**src/wiu_defs.vh**
```
// constants of the wakeup and interrupt unit
`ifndef WIU_DEFS_VH
`define WIU_DEFS_VH
`define WIU_SEL_PENDING   4'h9
`define WIU_SEL_EDGE      4'ha
`define WIU_SEL_ENABLE    4'hb
`define WIU_SEL_DIR       4'hf
`define WIU_MASK_RST      8'hff
`define WIU_EDGE_RST      8'hff
`define WIU_DIR_RST       8'hff
`define WIU_PC_TOP        11'h7ff
`define WIU_PC_VECTOR     11'h000
`define WIU_CNT_MAX       8'hff
`define WIU_STAT_PD       3
`define WIU_STAT_TO       4
`define WIU_PAGE_CLR      8'h1f
`endif

```
**src/wiu_wakeup_interrupt_unit.v**
```verilog
// port b wakeup, interrupt entry and return for the controller core
`timescale 1ns/1ps
`include "wiu_defs.vh"
module wiu_wakeup_interrupt_unit (
    input  wire        clk,
    input  wire        rst_b,
    input  wire [7:0]  portBPin,
    input  wire        externalResetPin_b,
    input  wire        watchdogEnable,
    input  wire        watchdogOverflow,
    input  wire        powerDownInstr,
    input  wire        ctrlWrite,
    input  wire [3:0]  portConfigSelector,
    input  wire [7:0]  accIn,
    input  wire [10:0] pcIn,
    input  wire [7:0]  statusIn,
    input  wire [7:0]  bankPointerIn,
    input  wire        counterIntEnable,
    input  wire [7:0]  counterIn,
    input  wire        instrBoundary,
    input  wire        retInstr,
    input  wire        retAddInstr,
    output reg         powerDown,
    output reg         watchdogClear,
    output reg         statusFlagWrite,
    output reg         watchdogExpiryFlag,
    output reg         powerDownFlag,
    output reg         accLoad,
    output reg  [7:0]  accOut,
    output reg         pcLoad,
    output reg  [10:0] pcOut,
    output reg         statusLoad,
    output reg  [7:0]  statusOut,
    output reg         bankPointerLoad,
    output reg  [7:0]  bankPointerOut,
    output reg         counterLoad,
    output reg  [7:0]  counterOut,
    output reg         intActive,
    output reg  [7:0]  wakeEnableMask,
    output reg  [7:0]  wakeEdgeSelect,
    output reg  [7:0]  pinDirection,
    output reg  [7:0]  wakePendingLatch
);

    reg  [7:0]  pinMeta;
    reg  [7:0]  pinSync;
    reg  [7:0]  pinPrev;
    reg         rstMeta;
    reg         rstSync_b;
    reg  [7:0]  prevCounter;
    reg         globalIntEnable;
    reg  [10:0] pcStack;
    reg  [7:0]  accShadow;
    reg  [7:0]  statusShadow;
    reg  [7:0]  bankShadow;
    wire [7:0]  riseEv;
    wire [7:0]  fallEv;
    wire [7:0]  edgeHit;
    wire        pinIntReq;
    wire        counterWrap;
    wire        swapAccess;
    wire [7:0]  next_wakePendingLatch;
    wire        takeInt;
    wire        anyReturn;
    wire        wakeSource;
    wire        doWake;
    wire        doSleep;
    wire        doEntry;
    wire        doReturn;
    genvar      i;

    // pin and reset pin synchronisers
    always @(posedge clk) begin
        pinMeta   <= portBPin;
        pinSync   <= pinMeta;
        pinPrev   <= pinSync;
        rstMeta   <= externalResetPin_b;
        rstSync_b <= rstMeta;
    end

    // per pin edge detection on the synchronised level
    generate
        for (i = 0; i < 8; i = i + 1) begin : g_edge
            assign riseEv[i]  = pinSync[i] & ~pinPrev[i];
            assign fallEv[i]  = ~pinSync[i] & pinPrev[i];
            // a set select bit picks the falling edge, a clear one the rising edge
            assign edgeHit[i] = wakeEdgeSelect[i] ? fallEv[i] : riseEv[i];
        end
    endgenerate

    // enabled pins with a latched edge request an interrupt or wakeup
    assign pinIntReq   = |(wakePendingLatch & ~wakeEnableMask);
    assign counterWrap = (prevCounter == `WIU_CNT_MAX) && (counterIn == 8'h00);
    assign swapAccess  = ctrlWrite && (portConfigSelector == `WIU_SEL_PENDING);
    // edges set bits even while a swap writes the latch; set wins
    assign next_wakePendingLatch = (swapAccess ? accIn : wakePendingLatch) | edgeHit;
    assign anyReturn = retInstr | retAddInstr;
    assign takeInt   = !powerDown && globalIntEnable && instrBoundary && !anyReturn
                       && (pinIntReq || (counterWrap && counterIntEnable));

    // one decision per cycle: wake beats sleep, sleep beats entry, return beats entry
    assign wakeSource = !rstSync_b || watchdogOverflow || pinIntReq;
    assign doWake     = powerDown && wakeSource;
    assign doSleep    = !powerDown && powerDownInstr;
    assign doEntry    = !powerDown && !powerDownInstr && takeInt;
    assign doReturn   = !powerDown && !powerDownInstr && anyReturn && intActive;

    // pending latch has no reset term on purpose
    always @(posedge clk) begin
        wakePendingLatch <= next_wakePendingLatch;
    end

    always @(posedge clk) begin
        if (!rst_b) begin
            wakeEnableMask <= `WIU_MASK_RST;
            wakeEdgeSelect <= `WIU_EDGE_RST;
            pinDirection   <= `WIU_DIR_RST;
        end else if (ctrlWrite) begin
            case (portConfigSelector)
                `WIU_SEL_EDGE: begin
                    wakeEdgeSelect <= accIn;
                end
                `WIU_SEL_ENABLE: begin
                    wakeEnableMask <= accIn;
                end
                `WIU_SEL_DIR: begin
                    pinDirection <= accIn;
                end
                default: begin
                end
            endcase
        end
    end

    always @(posedge clk) begin
        if (!rst_b) begin
            prevCounter <= 8'h00;
        end else begin
            prevCounter <= counterIn;
        end
    end

    // core is halted while powerDown is high; only wake sources are watched
    always @(posedge clk) begin
        if (!rst_b) begin
            powerDown <= 1'b0;
        end else if (doWake) begin
            powerDown <= 1'b0;
        end else if (doSleep) begin
            powerDown <= 1'b1;
        end
    end

    always @(posedge clk) begin
        if (!rst_b) begin
            watchdogClear   <= 1'b0;
            statusFlagWrite <= 1'b0;
        end else begin
            watchdogClear   <= doSleep && watchdogEnable;
            statusFlagWrite <= doSleep && watchdogEnable;
        end
    end

    // flags keep their value until the next power-down with watchdog enabled
    always @(posedge clk) begin
        if (!rst_b) begin
            watchdogExpiryFlag <= 1'b0;
            powerDownFlag      <= 1'b1;
        end else if (doSleep && watchdogEnable) begin
            watchdogExpiryFlag <= 1'b1;
            powerDownFlag      <= 1'b0;
        end
    end

    always @(posedge clk) begin
        if (!rst_b) begin
            pcLoad <= 1'b1;
            pcOut  <= `WIU_PC_TOP;
        end else begin
            pcLoad <= doWake || doEntry || doReturn;
            if (doWake) begin
                pcOut <= `WIU_PC_TOP;
            end else if (doEntry) begin
                pcOut <= `WIU_PC_VECTOR;
            end else if (doReturn) begin
                pcOut <= pcStack;
            end
        end
    end

    always @(posedge clk) begin
        if (!rst_b) begin
            statusLoad <= 1'b0;
            statusOut  <= 8'h00;
        end else begin
            statusLoad <= doEntry || doReturn;
            if (doEntry) begin
                statusOut <= statusIn & `WIU_PAGE_CLR;
            end else if (doReturn) begin
                statusOut <= statusShadow;
            end
        end
    end

    always @(posedge clk) begin
        if (!rst_b) begin
            bankPointerLoad <= 1'b0;
            bankPointerOut  <= 8'h00;
        end else begin
            bankPointerLoad <= doReturn;
            if (doReturn) begin
                bankPointerOut <= bankShadow;
            end
        end
    end

    // a swap in the return cycle loses to the restore of the accumulator
    always @(posedge clk) begin
        if (!rst_b) begin
            accLoad <= 1'b0;
            accOut  <= 8'h00;
        end else begin
            accLoad <= swapAccess || doReturn;
            if (doReturn) begin
                accOut <= accShadow;
            end else begin
                accOut <= wakePendingLatch;
            end
        end
    end

    always @(posedge clk) begin
        if (!rst_b) begin
            counterLoad <= 1'b0;
            counterOut  <= 8'h00;
        end else begin
            counterLoad <= doReturn && retAddInstr;
            if (doReturn && retAddInstr) begin
                counterOut <= counterIn + accIn;
            end
        end
    end

    always @(posedge clk) begin
        if (!rst_b) begin
            intActive       <= 1'b0;
            globalIntEnable <= 1'b1;
        end else if (doEntry) begin
            intActive       <= 1'b1;
            globalIntEnable <= 1'b0;
        end else if (doReturn) begin
            intActive       <= 1'b0;
            globalIntEnable <= 1'b1;
        end
    end

    // single-level stack: no second entry can come before a return
    always @(posedge clk) begin
        if (!rst_b) begin
            pcStack      <= 11'h000;
            accShadow    <= 8'h00;
            statusShadow <= 8'h00;
            bankShadow   <= 8'h00;
        end else if (doEntry) begin
            pcStack      <= pcIn;
            accShadow    <= accIn;
            statusShadow <= statusIn;
            bankShadow   <= bankPointerIn;
        end
    end

endmodule

```
**config.mk**
```make
export PLATFORM = sky130hd
export DESIGN_NAME = wiu_wakeup_interrupt_unit
export DESIGN_NICKNAME = d
export VERILOG_FILES = /design/src/wiu_wakeup_interrupt_unit.v
export VERILOG_INCLUDE_DIRS = /design/src /design/src/src
export SDC_FILE = /design/constraint.sdc
export NUM_CORES = 1
export LEC_CHECK = 0
export ABC_AREA = 1
export BUFFER_PORTS_ARGS = -buffer_cell sky130_fd_sc_hd__buf_4
export CAP_MARGIN = 5
export CORE_MARGIN = 1.5
export CORE_UTILIZATION = 45
export CTS_CLUSTER_DIAMETER = 40
export CTS_CLUSTER_SIZE = 40
export DETAILED_ROUTE_END_ITERATION = 6
export PLACE_DENSITY = 0.7
export SLEW_MARGIN = 10
export SYNTH_ARGS = -nofsm -noshare
export SYNTH_HDL_FRONTEND = slang
export SYNTH_SLANG_ARGS = --single-unit
```
**constraint.sdc**
```tcl
create_clock -name clk -period 2.08 [get_ports clk]
set_clock_uncertainty 0.05 [all_clocks]
set_input_delay 0.416 -clock clk [delete_from_list [all_inputs] [get_ports clk]]
set_output_delay 0.416 -clock clk [all_outputs]
set_load 0.005 [all_outputs]
```
* After elaboration in Yosys (flattened, before gate mapping) *
Index checks and enable logic that the tools add are counted.
Widths: inputs -> output; s select.

storage, ports and cells
  flip-flop bits (word level) = 155
  output and inout port bits = 86

operators by class
  equality and inequality tests = 5
  reductions and logical operators = 34
  add/subtract/negate cells = 1
  multiplexer cells = 18
  bitwise logic cells = 37

operators by type and width
  operator            count
  $mux 11             2
  $not 1->1           17
  $and 1x1->1         16
  $eq 4x4->1 const B  4
  $mux 8              2
  $logic_and 1x1->1   15
  $mux 1              12
  $mux 5              2
  $add 8x8->8         1
  $and 8x8->8         1
  $eq 8x8->1 const B  1
  $logic_not 8->1     1
  $not 8->8           1
  $or 8x8->8          1
  $reduce_or 8->1     1
  $logic_or 1x1->1    7
  $reduce_and 2->1    3
  $logic_not 1->1     4
  $reduce_or 2->1     2
  $reduce_bool 2->1   1
  $or 1x1->1          1

* Depth between registers and ports, before layout *
  depth after elaboration = 8
  mapped depth = 13
  mapped depth without buffers = 12

* Worst setup path before layout *
OpenSTA, ideal clock, no wires.

  path kind = input port to flip-flop
  start point = input port accIn[0]
  end point = register counterOut[6]
  buffers on the path = 0
  cell stages on the path = 7
  arrival = 1,489 ps
  setup slack = 427 ps
  cell sequence = ha_1 > fa_1 > nand4_1 > nand3_1 > xor2_1 > o21bai_1 > inv_1

between the ends
  cells in the longest elaborated chain, start to end = 1

ends and longest elaborated chain
  what                  line                             RTL
  start, declared       wiu_wakeup_interrupt_unit.v:14   input wire [7:0] accIn,
  $add 8x8->8           wiu_wakeup_interrupt_unit.v:239  counterOut <= counterIn + accIn;
  end signal, assigned  wiu_wakeup_interrupt_unit.v:239
  end, declared         wiu_wakeup_interrupt_unit.v:37   output reg [7:0] counterOut,

No other way between the ends.
A chain may end at the register's enable or synchronous reset.

* Worst setup path in the final report *
  start point = register wakeEnableMask[7]
  end point = register statusOut[0]

between the ends
  cells in the longest elaborated chain, start to end = 7
  elaborated cells on any way between the ends = 8
  those cells by class = 1 x mux; 2 x bitwise; 5 x reduce/logical

ends and longest elaborated chain
  what                                         line                             RTL
  start, declared                              wiu_wakeup_interrupt_unit.v:39   output reg [7:0] wakeEnableMask,
  start signal, assigned                       wiu_wakeup_interrupt_unit.v:115  wakeEnableMask <= `WIU_MASK_RST;
  start signal, assigned                       wiu_wakeup_interrupt_unit.v:124  wakeEnableMask <= accIn;
  $not 8->8 (*)                                wiu_wakeup_interrupt_unit.v:92   assign pinIntReq = |(wakePendingLatch & ~wakeEnableMask);
  $and 8x8->8 (*)                              wiu_wakeup_interrupt_unit.v:92
  $reduce_or 8->1 (*)                          wiu_wakeup_interrupt_unit.v:92
  $logic_or 1x1->1 (*)                         wiu_wakeup_interrupt_unit.v:99   && (pinIntReq || (counterWrap && counterIntEnable));
  $logic_and 1x1->1 (*)                        wiu_wakeup_interrupt_unit.v:99
  $logic_and 1x1->1 (*)                        wiu_wakeup_interrupt_unit.v:105  assign doEntry = !powerDown && !powerDownInstr && takeInt;
  $mux 5 or $reduce_bool 2->1 (tied branches)  n/a
  end signal, assigned                         wiu_wakeup_interrupt_unit.v:198  statusOut <= statusIn & `WIU_PAGE_CLR;
  end signal, assigned                         wiu_wakeup_interrupt_unit.v:200  statusOut <= statusShadow;
  end, declared                                wiu_wakeup_interrupt_unit.v:33   output reg [7:0] statusOut,

Every way passes the cells marked *; elsewhere a longest branch is shown, timed or not.

==> results.py <==
metrics = {
    "detailed_routing": {
        "drt_iter0_drc": 373,
        "routedWlPerCell_um": 14.2,
        "drc": 0,
        "drt_first_pass_iters": 5,
        "routed_wl_um": 14400,
        "viasPerCell": 4.92,
        "num_vias": 4996,
        "ant_nets": 0,
    },
    "logic_synthesis": {
        "synth_area_leader_cell": "dfxtp_1",
        "synth_common_cells": "nand2_1 (157), dfxtp_1 (155), nor2_1 (86)",
        "synth_fp_nets": 753,
        "synth_seq_area_share": 0.555,
        "ys_ff_latch": 155,
        "synth_edf_count": 0,
        "synth_cells": 679,
        "synthDominantCellAreaShare": 0.555,
        "synthFlopType": "dfxtp_1",
        "synth_top_cells_by_area": "dfxtp_1 (55%), nand2_1 (11%), nor2_1 (5.8%), o21ai_0 (4.0%), a21oi_1 (3.8%)",
        "synth_area_per_cell_um2": 8.24,
        "ys_warn_count": 0,
        "async_reset_ff_frac": 0,
        "ys_types": 32,
        "synth_area_um2": 5590,
        "yosysMostFrequentCell": "nand2_1",
    },
    "timing": {
        "rsz0062_at_grt": "no",
        "slew_viol_final": 0,
        "min_period_ns": 1.86,
        "finalHoldViolCount": 0,
        "maxSlewHeadroom": 0.639,
        "fmax_mhz": 536,
        "tns_ns": 0,
        "worstMarginPinSlew_ns": 0.540,
        "final.period_utilization": 0.896,
        "setup_viol_count_final": 0,
    },
    "setup_path": {
        "path_max_fanout": 18,
        "cp.arrival_ns": 2.16,
        "crit_path_cell_trace": "inv_1, nand2_1, nand2_1, inv_1, nand2_1, nor2_2, nand2_2, a21oi_4, nor2_1, nor2_1",
        "path_class": "reg2reg",
        "slowest_delay_ns": 0.50,
        "cpMostUsedCell": "nand2_1",
        "r2r-start": "wakeEnableMask[7]",
        "crit_family": "simple AND/OR/NAND/NOR gates",
        "critPathCaptureType": "register",
        "startpoint": "wakeEnableMask[7]",
        "slowest_stage": "a21oi_4",
        "crit_buf_inv": 2,
        "required_ns": 2.38,
        "startpoint_type": "register",
    },
    "grt": {
        "grtUsageMet3": 0.0513,
        "overflow": 0,
        "met1_usage": 0.287,
        "grt_pass1_wl_um": 22600,
        "track_usage": 0.225,
        "use_met2": 0.374,
        "antenna_found_initial": 0,
        "grt_pass1_vias": 4751,
        "grt_max_degree": 56,
        "gr-max-usage-layer": "met2",
    },
    "clocking": {
        "path_clk_slew_ns": 0.06,
        "clk_path_buf_depth": 2,
        "htree_levels": 4,
        "postCtsSetupBuffers": 0,
        "cts_tree": "done",
        "numCtsBuffers": 17,
        "cts.hold.buffers_added": 0,
        "cts.sinks": 155,
        "cts_resized": 0,
        "worst_skew_pair.late_latency_ns": 0.41,
        "cts_root_buf": "clkbuf_16",
    },
    "floorplanning": {
        "core_um2": 12100,
        "initial_core_util": 0.464,
        "io_pins": 152,
        "num_rows": 40,
        "die_h_um": 114,
        "die_w_um": 114,
        "die-area_um2": 13100,
    },
    "final_layout": {
        "final.fill_count": 1037,
        "fin_nets": 908,
        "diodes": 0,
        "syn_to_final_growth_pct": 34.3,
        "final-seq-area_um2": 3100,
        "drive_above_1_share": 0.243,
        "fin_util": 0.623,
        "top_regs": "pcOut (11), pcStack (11)",
        "multi_input_area_um2": 2120,
    },
    "power_and_ir_drop": {
        "power-per-cell-area_nw_per_um2": 874,
        "pwr-share-seq": 0.473,
        "p_sw_w": 0.00145,
        "clkPwrFrac": 0.453,
        "peakVddDrop_uv": 674,
        "p_leak_nw": 3.56,
        "p_comb_frac": 0.074,
        "internal-power_w": 0.00511,
        "netSwitchingFraction": 0.221,
    },
    "place": {
        "routabilityCongestion": 0.852,
        "portBuffers": 151,
        "dp_hpwl_um": 10200,
    },
    "worst_hold_path": {
        "holdCritPathClass": "in2reg",
        "min_from": "externalResetPin_b",
    },
    "status": {
        "status": "finished clean",
    },
    "flow_run": {
        "drv_cap": 0,
    },
}
logic make-up (layout without fill, tap and decap cells):
group | count (synthesis) | in the layout | synth area share
AND/OR/NAND/NOR | 300 | 300 | 0.223
flip-flops | 155 | 155 | 0.555
AO/OA/AOI/OAI | 122 | 122 | 0.127
buffers and inverters | 89 | 257 | 0.0678
adder cells (fa/ha/maj) | 8 | 8 | 0.0192
XOR/XNOR | 5 | 5 | 0.00783
final timing paths:
path | endpoint | slack (ns) | cells past startpoint
setup / recovery | statusOut[0] | 0.22 | 10
hold / removal | rstMeta | 0.05 | 1
hold reg to reg | pinSync[3] | 0.27 | 0
setup reg to reg | statusOut[0] | 0.22 | 10
power groups by stage:
stage          Sequential, W  Combinational, W  Clock [W]
2_1_floorplan        0.00316          0.000214          0
3_3_place_gp         0.00317          0.000467          0
3_5_place_dp         0.00317          0.000480          0
4_1_cts              0.00310          0.000482    0.00302
5_1_grt              0.00311          0.000533    0.00317
6_report             0.00310          0.000484    0.00298
cell type report:
type                    count  share of cell area
inverters                  58              0.0290
multi-input cells         435               0.282
repair buffers            167               0.170
clock inverters            11              0.0160
clock buffers              21              0.0613
well taps                 168              0.0280
flip-flops and latches    155               0.413
stage by stage:
stage / power [W] / cells / area [µm²] / hold slack, ns / setup slack [ns]
after floorplan: 0.00337 / 679 / 5590 / 0.260 / 0.427
after global placement: 0.00363 / 983 / 6920 / 0.260 / 0.119
after detailed placement: 0.00365 / 983 / 6920 / 0.262 / 0.0641
after CTS: 0.00661 / 1015 / 7500 / 0.0342 / 0.0350
after global routing: 0.00682 / 1015 / 7510 / 0.0306 / 0.0201
final: 0.00656 / 1015 / 7510 / 0.0508 / 0.216
routing by layer:
layer	up-vias	routed length, µm
met5	-	0
met4	0	180
met3	16	934
met2	171	6910
met1	2293	6350
li1	2516	-
worst register-to-register path, delay by kind of cell (launching register included):
family	cells	cell delay, ns
AOI/OAI and AO/OA	1	0.50
and+or+nand+nor	7	0.80
buffers and inverters	2	0.10
DFF	1	0.34
cell usage in the layout, fill, tap and decap left out, types with 3 or more instances in the layout:
| cell | instances |
|---|---|
| o21ai_0 | 45 |
| buf_4 | 165 |
| nor2_1 | 85 |
| inv_1 | 56 |
| nand3_1 | 42 |
| clkbuf_16 | 17 |
| ha_1 | 7 |
| clkinvlp_4 | 3 |
| a21oi_1 | 43 |
| nand2_1 | 157 |
| o211ai_1 | 16 |
| nand3b_1 | 7 |
| o21bai_1 | 4 |
| xor2_1 | 4 |
| a221oi_1 | 8 |
| dfxtp_1 | 155 |
| clkinv_2 | 4 |
(Power assumes the default switching activity.)
